`config.mk`:
```
export PLATFORM = sky130hd
export DESIGN_NAME = spm_setpoint_manager
export DESIGN_NICKNAME = d
export VERILOG_FILES = /design/src/design/spm_pkg.sv /design/src/design/spm_tick_if.sv /design/src/design/spm_limits.sv /design/src/design/spm_setpoint_manager.sv /design/src/design/spm_timebase.sv
export VERILOG_INCLUDE_DIRS = /design/src /design/src/design
export SDC_FILE = /design/constraint.sdc
export NUM_CORES = 1
export LEC_CHECK = 0
export BUFFER_PORTS_ARGS = -buffer_cell sky130_fd_sc_hd__buf_2
export CORE_ASPECT_RATIO = 2
export CORE_MARGIN = 2
export CORE_UTILIZATION = 42
export DETAILED_ROUTE_END_ITERATION = 8
export GPL_ROUTABILITY_DRIVEN = 0
export MAX_ROUTING_LAYER = met4
export PLACE_DENSITY = 0.61
export SYNTH_ARGS = -nofsm -noshare
export SYNTH_HDL_FRONTEND = slang
export SYNTH_SLANG_ARGS = --single-unit
```
`constraint.sdc`:
```
create_clock -name sys_clk -period 8.15 [get_ports sys_clk]
set_input_delay 2.445 -clock sys_clk [delete_from_list [all_inputs] [get_ports sys_clk]]
set_output_delay 2.445 -clock sys_clk [all_outputs]
set_load 0.1 [all_outputs]
```
`src/design/spm_defines.svh`:
```
// Constants for the setpoint manager: widths, scales and timing counts
`ifndef SPM_DEFINES_SVH
`define SPM_DEFINES_SVH
`define SPM_DW 16
`define SPM_FULL_SCALE 16'hFFFF
`define SPM_ZERO 16'h0000
`define SPM_CLK_HZ 100000000
`define SPM_SAMPLE_HZ 1000
`define SPM_DISP_HZ 10
`define SPM_SAMPLE_CYC (`SPM_CLK_HZ / `SPM_SAMPLE_HZ)
`define SPM_DISP_DIV (`SPM_SAMPLE_HZ / `SPM_DISP_HZ)
`define SPM_SEC_DIV `SPM_SAMPLE_HZ
`define SPM_RED_PCT 128
`define SPM_PCT_BASE 100
`define SPM_CNT_W 24
`define SPM_DIV_W 10
`define SPM_SEC_W 16
`define SPM_NV_ADDR_W 1
`endif

```
`src/design/spm_pkg.sv`:
```
// Types shared by the setpoint manager modules
`default_nettype none
package spm_pkg;
  typedef enum logic [1:0] {
    SPM_SRC_SERIAL_PANEL,
    SPM_SRC_ANALOG,
    SPM_SRC_RSVD2,
    SPM_SRC_RSVD3
  } spm_src_t;
  typedef enum logic [1:0] {
    SPM_ST_BOOT,
    SPM_ST_RUN,
    SPM_ST_TARE_WAIT
  } spm_state_t;
endpackage : spm_pkg
`default_nettype wire

```
`src/design/spm_tick_if.sv`:
```
// Pacing ticks passed from the timebase to the setpoint manager core
`default_nettype none
interface spm_tick_if;
  logic sample_tick;
  logic disp_tick;
  logic sec_tick;
  modport src (output sample_tick, output disp_tick, output sec_tick);
  modport dst (input sample_tick, input disp_tick, input sec_tick);
endinterface : spm_tick_if
`default_nettype wire

```
`src/design/spm_limits.sv`:
```
// Setpoint limit register with ordered-pair check, clamp and range test
`include "spm_defines.svh"
`default_nettype none
module spm_limits
  import spm_pkg::*;
(
  input wire logic sys_clk,
  input wire logic rst_n,
  input wire logic lim_wr,
  input wire logic [`SPM_DW-1:0] lim_lo_in,
  input wire logic [`SPM_DW-1:0] lim_hi_in,
  input wire logic [`SPM_DW-1:0] test_val,
  output logic [`SPM_DW-1:0] lim_lo,
  output logic [`SPM_DW-1:0] lim_hi,
  output logic lim_rejected,
  output logic test_in_range,
  output logic [`SPM_DW-1:0] test_clamped
);
  logic lim_ok;
  assign lim_ok = (lim_lo_in <= lim_hi_in);
  assign test_in_range = (test_val >= lim_lo) && (test_val <= lim_hi);
  assign test_clamped = (test_val < lim_lo) ? lim_lo : (test_val > lim_hi) ? lim_hi : test_val;
  always_ff @(posedge sys_clk or negedge rst_n) begin
    if (!rst_n) begin
      lim_lo <= `SPM_ZERO;
      lim_hi <= `SPM_FULL_SCALE;
      lim_rejected <= 1'b0;
    end else begin
      lim_rejected <= lim_wr && !lim_ok;
      if (lim_wr && lim_ok) begin
        lim_lo <= lim_lo_in;
        lim_hi <= lim_hi_in;
      end
    end
  end
endmodule : spm_limits
`default_nettype wire

```
`src/design/spm_setpoint_manager.sv`:
```
// Setpoint manager: source selection, limits, power-up, ramp, tare and display pacing
// Functional notes
// - Sample pressure 1000 per second, refresh display 10 per second.
// - Serial/panel mode: newest command from either source wins.
// - Analog mode: drop serial setpoints, block panel entry.
// - Out-of-limit serial setpoint not applied; answered with error.
// - Out-of-limit analog setpoint clamped to nearest limit.
// - Limits default to full measuring range; tighter limits configurable.
// - Limits held as fractions of full scale, independent of variable.
// - Autotare after configurable seconds of zero setpoint when enabled.
// - Modbus idle timeout forces zero or keeps setpoint; default never.
// - Power-up setpoint: last stored value, or configured fixed value.
// - Power-up ramp starts from zero; ramp or jump as configured.
// - Zero setpoint honours ramp or snaps to zero, as configured.
// - Tare captures pressure as zero; readings reported relative.
// - Display red above 128% of range, white otherwise; pressure_rel never exceeds full scale, so disp_red stays low.
// - Clear then set on entry screen cancels the setpoint.
// - Knob setpoints apply only in analog source mode.
// - Report converter error, exhaust, panel lock, over range, hold.
`include "spm_defines.svh"
`default_nettype none
module spm_setpoint_manager
  import spm_pkg::*;
(
  input wire logic sys_clk,
  input wire logic rst_n,
  input wire logic [1:0] src_sel,
  input wire logic serial_sp_valid,
  input wire logic [`SPM_DW-1:0] serial_sp_data,
  input wire logic panel_sp_valid,
  input wire logic [`SPM_DW-1:0] panel_sp_data,
  input wire logic panel_clear,
  input wire logic panel_set,
  input wire logic [`SPM_DW-1:0] analog_sp_in,
  input wire logic knob_present,
  input wire logic [`SPM_DW-1:0] potentiometer_knob_input,
  input wire logic lim_wr,
  input wire logic [`SPM_DW-1:0] lim_lo_in,
  input wire logic [`SPM_DW-1:0] lim_hi_in,
  input wire logic autotare_en,
  input wire logic [`SPM_SEC_W-1:0] tare_delay_sec,
  input wire logic tare_req,
  input wire logic modbus_activity,
  input wire logic modbus_timeout_en,
  input wire logic [`SPM_SEC_W-1:0] modbus_timeout_sec,
  input wire logic modbus_timeout_zero,
  input wire logic pu_fixed_en,
  input wire logic [`SPM_DW-1:0] pu_fixed_sp,
  input wire logic [`SPM_DW-1:0] nv_sp_in,
  input wire logic pu_ramp_en,
  input wire logic zero_ramp_en,
  input wire logic [`SPM_DW-1:0] ramp_step,
  input wire logic [`SPM_DW-1:0] pressure_raw,
  input wire logic adc_error,
  input wire logic exhaust_mode,
  input wire logic panel_lock,
  input wire logic valve_hold,
  output logic [`SPM_DW-1:0] setpoint_target,
  output logic [`SPM_DW-1:0] setpoint_active,
  output logic serial_sp_ack,
  output logic serial_sp_err,
  output logic panel_blocked,
  output logic lim_rejected,
  output logic [`SPM_DW-1:0] lim_lo_frac,
  output logic [`SPM_DW-1:0] lim_hi_frac,
  output logic nv_wr,
  output logic [`SPM_DW-1:0] nv_wr_data,
  output logic tare_pulse,
  output logic [`SPM_DW-1:0] tare_ref,
  output logic [`SPM_DW-1:0] pressure_rel,
  output logic [`SPM_DW-1:0] disp_value,
  output logic disp_update,
  output logic disp_red,
  output logic converter_err_flag,
  output logic exhaust_active_flag,
  output logic panel_locked_flag,
  output logic over_range_flag,
  output logic valve_hold_flag
);
  spm_tick_if ticks ();
  spm_state_t state_reg;
  spm_state_t state_next;
  logic analog_mode;
  logic [`SPM_DW-1:0] lim_test;
  logic [`SPM_DW-1:0] lim_lo_w;
  logic [`SPM_DW-1:0] lim_hi_w;
  logic lim_rej_w;
  logic ser_in_range;
  logic [`SPM_DW-1:0] analog_clamped;
  logic [`SPM_DW-1:0] analog_src;
  logic clear_armed_reg;
  logic cancel_cmd;
  logic ser_apply;
  logic pan_apply;
  logic [`SPM_DW-1:0] idle_reg;
  logic idle_expired;
  logic [`SPM_DW-1:0] zero_cnt_reg;
  logic tare_due;
  logic ramp_on;
  logic snap_zero_reg;
  logic ramping_up;
  logic [`SPM_DW:0] ramp_sum;
  logic [`SPM_DW:0] ramp_diff;
  logic [`SPM_DW-1:0] ramp_val;
  logic [`SPM_DW-1:0] press_samp_reg;
  logic [`SPM_DW+7:0] red_lhs;
  logic [`SPM_DW+7:0] red_rhs;
  logic [`SPM_DW-1:0] target_next;

  spm_timebase u_timebase (
    .sys_clk(sys_clk),
    .rst_n(rst_n),
    .ticks(ticks.src)
  );

  spm_limits u_limits (
    .sys_clk(sys_clk),
    .rst_n(rst_n),
    .lim_wr(lim_wr),
    .lim_lo_in(lim_lo_in),
    .lim_hi_in(lim_hi_in),
    .test_val(lim_test),
    .lim_lo(lim_lo_w),
    .lim_hi(lim_hi_w),
    .lim_rejected(lim_rej_w),
    .test_in_range(),
    .test_clamped(analog_clamped)
  );

  assign analog_mode = (spm_src_t'(src_sel) == SPM_SRC_ANALOG);
  assign analog_src = knob_present ? potentiometer_knob_input : analog_sp_in;
  assign lim_test = analog_src;
  assign ser_in_range = (serial_sp_data >= lim_lo_w) && (serial_sp_data <= lim_hi_w);
  assign ser_apply = serial_sp_valid && !analog_mode && ser_in_range;
  assign pan_apply = panel_sp_valid && !analog_mode;
  assign cancel_cmd = panel_set && clear_armed_reg && !analog_mode;
  assign idle_expired = modbus_timeout_en && (modbus_timeout_sec != '0)
    && (idle_reg >= modbus_timeout_sec) && ticks.sec_tick;
  assign tare_due = autotare_en && (setpoint_target == `SPM_ZERO)
    && (zero_cnt_reg == tare_delay_sec) && ticks.sec_tick;
  assign ramp_on = !snap_zero_reg && (ramp_step != '0);
  assign ramping_up = setpoint_active < setpoint_target;
  assign ramp_sum = {1'b0, setpoint_active} + {1'b0, ramp_step};
  assign ramp_diff = {1'b0, setpoint_active} - {1'b0, ramp_step};
  assign ramp_val = ramping_up
    ? ((ramp_sum[`SPM_DW] || ramp_sum[`SPM_DW-1:0] > setpoint_target)
       ? setpoint_target : ramp_sum[`SPM_DW-1:0])
    : ((ramp_diff[`SPM_DW] || ramp_diff[`SPM_DW-1:0] < setpoint_target)
       ? setpoint_target : ramp_diff[`SPM_DW-1:0]);
  assign red_lhs = {8'h00, pressure_rel} * (`SPM_DW+8)'(`SPM_PCT_BASE);
  assign red_rhs = {8'h00, `SPM_FULL_SCALE} * (`SPM_DW+8)'(`SPM_RED_PCT);

  always_comb begin
    target_next = setpoint_target;
    state_next = state_reg;
    case (state_reg)
      SPM_ST_BOOT: begin
        target_next = pu_fixed_en ? pu_fixed_sp : nv_sp_in;
        state_next = SPM_ST_RUN;
      end
      SPM_ST_RUN, SPM_ST_TARE_WAIT: begin
        if (analog_mode) begin
          target_next = analog_clamped;
        end else if (cancel_cmd) begin
          target_next = `SPM_ZERO;
        end else if (pan_apply) begin
          target_next = panel_sp_data;
        end else if (ser_apply) begin
          target_next = serial_sp_data;
        end else if (idle_expired && modbus_timeout_zero) begin
          target_next = `SPM_ZERO;
        end
        state_next = (autotare_en && target_next == `SPM_ZERO) ? SPM_ST_TARE_WAIT : SPM_ST_RUN;
      end
      default: begin
        state_next = SPM_ST_BOOT;
      end
    endcase
  end

  always_ff @(posedge sys_clk or negedge rst_n) begin
    if (!rst_n) begin
      state_reg <= SPM_ST_BOOT;
      setpoint_target <= `SPM_ZERO;
      clear_armed_reg <= 1'b0;
      snap_zero_reg <= 1'b0;
    end else begin
      state_reg <= state_next;
      setpoint_target <= target_next;
      if (panel_clear) begin
        clear_armed_reg <= 1'b1;
      end else if (panel_set || panel_sp_valid) begin
        clear_armed_reg <= 1'b0;
      end
      if (state_reg == SPM_ST_BOOT) begin
        snap_zero_reg <= !pu_ramp_en;
      end else if (target_next != setpoint_target) begin
        snap_zero_reg <= (target_next == `SPM_ZERO) && !zero_ramp_en;
      end
    end
  end

  always_ff @(posedge sys_clk or negedge rst_n) begin
    if (!rst_n) begin
      setpoint_active <= `SPM_ZERO;
    end else if (state_reg != SPM_ST_BOOT) begin
      if (!ramp_on) begin
        setpoint_active <= setpoint_target;
      end else if (ticks.sample_tick) begin
        setpoint_active <= ramp_val;
      end
    end
  end

  always_ff @(posedge sys_clk or negedge rst_n) begin
    if (!rst_n) begin
      serial_sp_ack <= 1'b0;
      serial_sp_err <= 1'b0;
      panel_blocked <= 1'b0;
      nv_wr <= 1'b0;
      nv_wr_data <= `SPM_ZERO;
    end else begin
      serial_sp_ack <= ser_apply;
      serial_sp_err <= serial_sp_valid && !analog_mode && !ser_in_range;
      panel_blocked <= analog_mode;
      nv_wr <= !pu_fixed_en && (state_reg != SPM_ST_BOOT) && (target_next != setpoint_target);
      nv_wr_data <= target_next;
    end
  end

  always_ff @(posedge sys_clk or negedge rst_n) begin
    if (!rst_n) begin
      idle_reg <= '0;
      zero_cnt_reg <= '0;
    end else begin
      if (modbus_activity || idle_expired) begin
        idle_reg <= '0;
      end else if (ticks.sec_tick && idle_reg != '1) begin
        idle_reg <= idle_reg + 1'b1;
      end
      if (state_reg != SPM_ST_TARE_WAIT || tare_due) begin
        zero_cnt_reg <= '0;
      end else if (ticks.sec_tick && zero_cnt_reg != '1) begin
        zero_cnt_reg <= zero_cnt_reg + 1'b1;
      end
    end
  end

  always_ff @(posedge sys_clk or negedge rst_n) begin
    if (!rst_n) begin
      tare_ref <= `SPM_ZERO;
      tare_pulse <= 1'b0;
      press_samp_reg <= `SPM_ZERO;
      pressure_rel <= `SPM_ZERO;
    end else begin
      tare_pulse <= tare_req || tare_due;
      if (tare_req || tare_due) begin
        tare_ref <= press_samp_reg;
      end
      if (ticks.sample_tick) begin
        press_samp_reg <= pressure_raw;
        pressure_rel <= (pressure_raw > tare_ref) ? pressure_raw - tare_ref : `SPM_ZERO;
      end
    end
  end

  always_ff @(posedge sys_clk or negedge rst_n) begin
    if (!rst_n) begin
      disp_update <= 1'b0;
      disp_value <= `SPM_ZERO;
      disp_red <= 1'b0;
    end else begin
      disp_update <= ticks.disp_tick;
      if (ticks.disp_tick) begin
        disp_value <= pressure_rel;
        disp_red <= red_lhs > red_rhs;
      end
    end
  end

  always_ff @(posedge sys_clk or negedge rst_n) begin
    if (!rst_n) begin
      converter_err_flag <= 1'b0;
      exhaust_active_flag <= 1'b0;
      panel_locked_flag <= 1'b0;
      over_range_flag <= 1'b0;
      valve_hold_flag <= 1'b0;
      lim_rejected <= 1'b0;
      lim_lo_frac <= `SPM_ZERO;
      lim_hi_frac <= `SPM_FULL_SCALE;
    end else begin
      converter_err_flag <= adc_error;
      exhaust_active_flag <= exhaust_mode;
      panel_locked_flag <= panel_lock;
      over_range_flag <= press_samp_reg == `SPM_FULL_SCALE;
      valve_hold_flag <= valve_hold;
      lim_rejected <= lim_rej_w;
      lim_lo_frac <= lim_lo_w;
      lim_hi_frac <= lim_hi_w;
    end
  end
endmodule : spm_setpoint_manager
`default_nettype wire

```
`src/design/spm_timebase.sv`:
```
// Sample, display and one-second tick generator
`include "spm_defines.svh"
`default_nettype none
module spm_timebase
  import spm_pkg::*;
(
  input wire logic sys_clk,
  input wire logic rst_n,
  spm_tick_if.src ticks
);
  logic [`SPM_CNT_W-1:0] cyc_reg;
  logic [`SPM_DIV_W-1:0] disp_reg;
  logic [`SPM_DIV_W-1:0] sec_reg;
  logic samp_next;
  logic disp_wrap;
  logic sec_wrap;
  assign samp_next = (cyc_reg == `SPM_CNT_W'(`SPM_SAMPLE_CYC - 1));
  assign disp_wrap = (disp_reg == `SPM_DIV_W'(`SPM_DISP_DIV - 1));
  assign sec_wrap = (sec_reg == `SPM_DIV_W'(`SPM_SEC_DIV - 1));
  always_ff @(posedge sys_clk or negedge rst_n) begin
    if (!rst_n) begin
      cyc_reg <= '0;
      disp_reg <= '0;
      sec_reg <= '0;
      ticks.sample_tick <= 1'b0;
      ticks.disp_tick <= 1'b0;
      ticks.sec_tick <= 1'b0;
    end else begin
      cyc_reg <= samp_next ? '0 : cyc_reg + 1'b1;
      ticks.sample_tick <= samp_next;
      ticks.disp_tick <= samp_next && disp_wrap;
      ticks.sec_tick <= samp_next && sec_wrap;
      if (samp_next) begin
        disp_reg <= disp_wrap ? '0 : disp_reg + 1'b1;
        sec_reg <= sec_wrap ? '0 : sec_reg + 1'b1;
      end
    end
  end
endmodule : spm_timebase
`default_nettype wire

```
==> results.txt <==
CP max stage cell - fa_1
Max Cap Viol - 0
GRT met2 Usage - 50.22%
Tmin final - 6.761 ns
H-tree depth - 1
clk_lat worst skew - 0.58 ns
Layout Nets - 2825
drc violations - 0
chip width - 154.9 um
CTS clk-pin slew, worst paths - 0.07 ns
DP Area - 21430 sq um
CP Cell Sequence - buf_2, ha_1, inv_1, fa_1, a21o_1, a21oi_1, o21ai_0, a21oi_1, o21bai_1, a211oi_1, nor3_1, or2_2, a21oi_1, xnor2_1, ha_1, o21ai_0, nor2_1, o2111ai_1, a41o_1, nor2_1, a221oi_1, buf_4, a221o_1
GR met1 Demand/Resource - 26.86%
Psw - 3.385 mW
Comb power frac - 54.3%
Slew @ Worst Pin - 1.104 ns
CP peak stage delay - 0.40 ns
GRT Total Usage - 27.09%
# Post-CTS Setup Buffers - 0
most used cell, CP - a21oi_1
critical path arrival - 7.21 ns
Main synth FF type - dfrtp_1
Layout Skew - 0.02132 ns
dpl ws - 0.8835 ns
area share of and/or/nand/nor cells after synthesis - 13.48%
Num Clock Sinks - 257
Syn Area/Cell - 9.479 sq um
total wire length - 63.10 mm
area of the die - 47390 sq um
TNS Setup - 0 ns
antenna violations before repair - 5
CTS resizes - 0
WP buf/inv - 3
R2R Setup Slk - 2.83 ns
clk buf depth - 3
starting DRC count in detailed routing - 805
Post-synth ARST share - 100.0%
switch share - 51.23%
Synth Area in Adders - 17.81%
Finished Cell Area - 22370 sq um
most common cell after layout, fill and taps aside - buf_2
fin crit share - 82.96%
share of post-route cells with drive strength above 1 - 23.66%
CTS Buf Count - 26
Peak VDD IR - 0.2690 mV
Worst Setup Start Kind - input port
CP delay by family, top - compound AO/OA/AOI/OAI gates
RSZ-0062 raised after global routing - false
most frequent cells in the layout - buf_2, ha_1, inv_1
most used routing layer - met2
final hold violation count - 0
Vias - 16620
Clock Tree Root - clkbuf_16
final worst slack - 1.389 ns
largest net degree at the start of global routing - 159
Post-synth EDFFs - 0
hold_buf cts - 0
Final Util - 49.69%
post-synth cell types - 76
pwr/cell area - 295.4 nW/um^2
starting density of the core - 42.52%
hold depth - 0
worst-path maximum fanout - 11
Layout Area Growth over Synthesis - 16.86%
Pleak - 11.28 nW
#FFs+latches synth - 257
max reg flops - 24
vias in the first global route - 17700
core area - 45010 sq um
antenna viol nets, final - 0
Max Fclk - 0.1479 GHz
FP Rows - 110
grt ovf - 0
reg2reg path depth - 23
clock power share - 19.4%
sequential share of the synthesized area - 33.81%
post-DR vias/cell - 5.669
Final Max Slew Viols - 0
num ports - 355
DRT Pass-1 Iters - 5
status - completed
Post-Place Cells - 2879
post-synthesis mux area share - 7.446%
Cell Int Power - 3.222 mW
worst min-delay path class - reg -> reg
worst path required time - 8.59 ns
Ys Warns - 0
kind of end point of the critical path - flip-flop
Synth Area in Compound Gates - 14.59%
Reg power frac - 26.3%
GR Layer Usage met3 - 2.954%
die height - 305.9 um
Syn Std Cell Area - 19140 sq um
Post-Synth XOR/XNOR Area - 6.361%
TritonCTS clock tree - built
FILL cells - 4228
Cells after Synth - 2019
Final HPWL DP - 51.21 mm
number of standard cells in the final layout excluding fillers - 2932
Avg WL per Cell - 21.52 um
# port buffers - 354
Slew headroom - 26.26%
CP Class - in -> reg
Setup Viol. Count Final - 0
CP Depth - 23
main combinational cell family by area after synthesis - adder cells
global-route wire length before repair - 96.92 mm
syn nets - 2497
## per-layer routing
metal  vias to the layer above  routed length (um)
li1                       7834                   -
met3                       204                2468
met2                       559               33840
met1                      8025               22530
met4                         0                4260
met5                         -                   0
## cell type report
type	count	area, sq um	share of cell area (%)
antenna	5	12.51	0.05594
clock buffer	31	709.4	3.172
clock inverter	17	209.0	0.9343
inverter	233	877.1	3.922
multi-input combinational	1456	11450	51.19
sequential	257	6471	28.93
tap	560	700.7	3.133
timing repair buffer	373	1937	8.660
## path summary, 6_finish.rpt
path	end	from
worst max register to register	setpoint_active[7]$_DFFE_PN0P_	setpoint_active[0]$_DFFE_PN0P_
min in group asynchronous	idle_reg[5]$_DFFE_PN0P_	rst_n
worst min-delay path	lim_rejected$_DFF_PN0_	u_limits.lim_rejected$_DFF_PN0_
worst max-delay path	setpoint_active[7]$_DFFE_PN0P_	ramp_step[0]
max in group asynchronous	zero_cnt_reg[3]$_DFFE_PN0P_	rst_n
worst min register to register	lim_rejected$_DFF_PN0_	u_limits.lim_rejected$_DFF_PN0_
## cells in the mapped netlist, types with 8 or more instances
library cell	n	area [sq um]
ha_1	250	3128
inv_1	231	867.1
dfrtp_1	225	5630
a21oi_1	121	605.6
nand2_1	114	427.9
nor2_1	108	405.4
mux2_2	83	934.7
xnor2_1	79	691.9
o21ai_0	77	385.4
xor2_1	60	525.5
nand4_1	57	356.6
mux2i_1	49	490.5
clkbuf_1	45	168.9
nand3_1	42	210.2
dfstp_2	32	840.8
o211ai_1	31	232.7
nor4_1	29	181.4
nor3_1	27	135.1
a21o_1	23	172.7
nor2b_1	23	143.9
o21a_1	19	142.6
and3_1	18	112.6
buf_4	18	135.1
nor3b_1	17	127.6
a31oi_1	16	100.1
o22ai_1	16	100.1
a221o_1	15	150.1
nand2b_1	15	93.84
a22o_1	14	122.6
fa_1	14	280.3
o21bai_1	12	90.09
a211oi_1	9	67.56
a221oi_1	9	78.83
and2_1	9	56.30
o31ai_1	9	67.56
a211o_1	8	70.07
or3_1	8	50.05
## cells by family after synthesis
family | count (synthesis)
buf+inv | 306
mux | 132
fa+ha+maj | 264
flops | 257
compound gates | 423
simple gates | 498
xor+xnor | 139
## worst register-to-register path: cells and delay by family, from the launching register on
family / cells / cell delay [ns]
AO/OA/AOI/OAI: 12 / 2.46
AND/OR/NAND/NOR: 4 / 0.91
adder cells (fa/ha/maj): 3 / 0.86
flip-flops: 1 / 0.47
buffers and inverters: 3 / 0.39
XOR/XNOR: 1 / 0.11
## power groups by stage
stage | Clock (mW) | Combinational, mW | Sequential (mW)
floorplan | 0 | 1.97 | 2.39
global placement | 0 | 3.49 | 1.75
detailed placement | 0 | 3.54 | 1.75
CTS | 1.32 | 3.56 | 1.73
global route | 1.37 | 3.85 | 1.75
finish | 1.28 | 3.59 | 1.74
## per-stage QoR
stage          total power [mW]  hold slack [ns]
2_1_floorplan             4.362           0.3312
3_3_place_gp              5.243           0.3442
3_5_place_dp              5.298           0.3582
4_1_cts                   6.614           0.3795
5_1_grt                   6.971           0.3811
6_report                  6.607           0.3788
No activity file was read; power rests on OpenSTA's default activity.
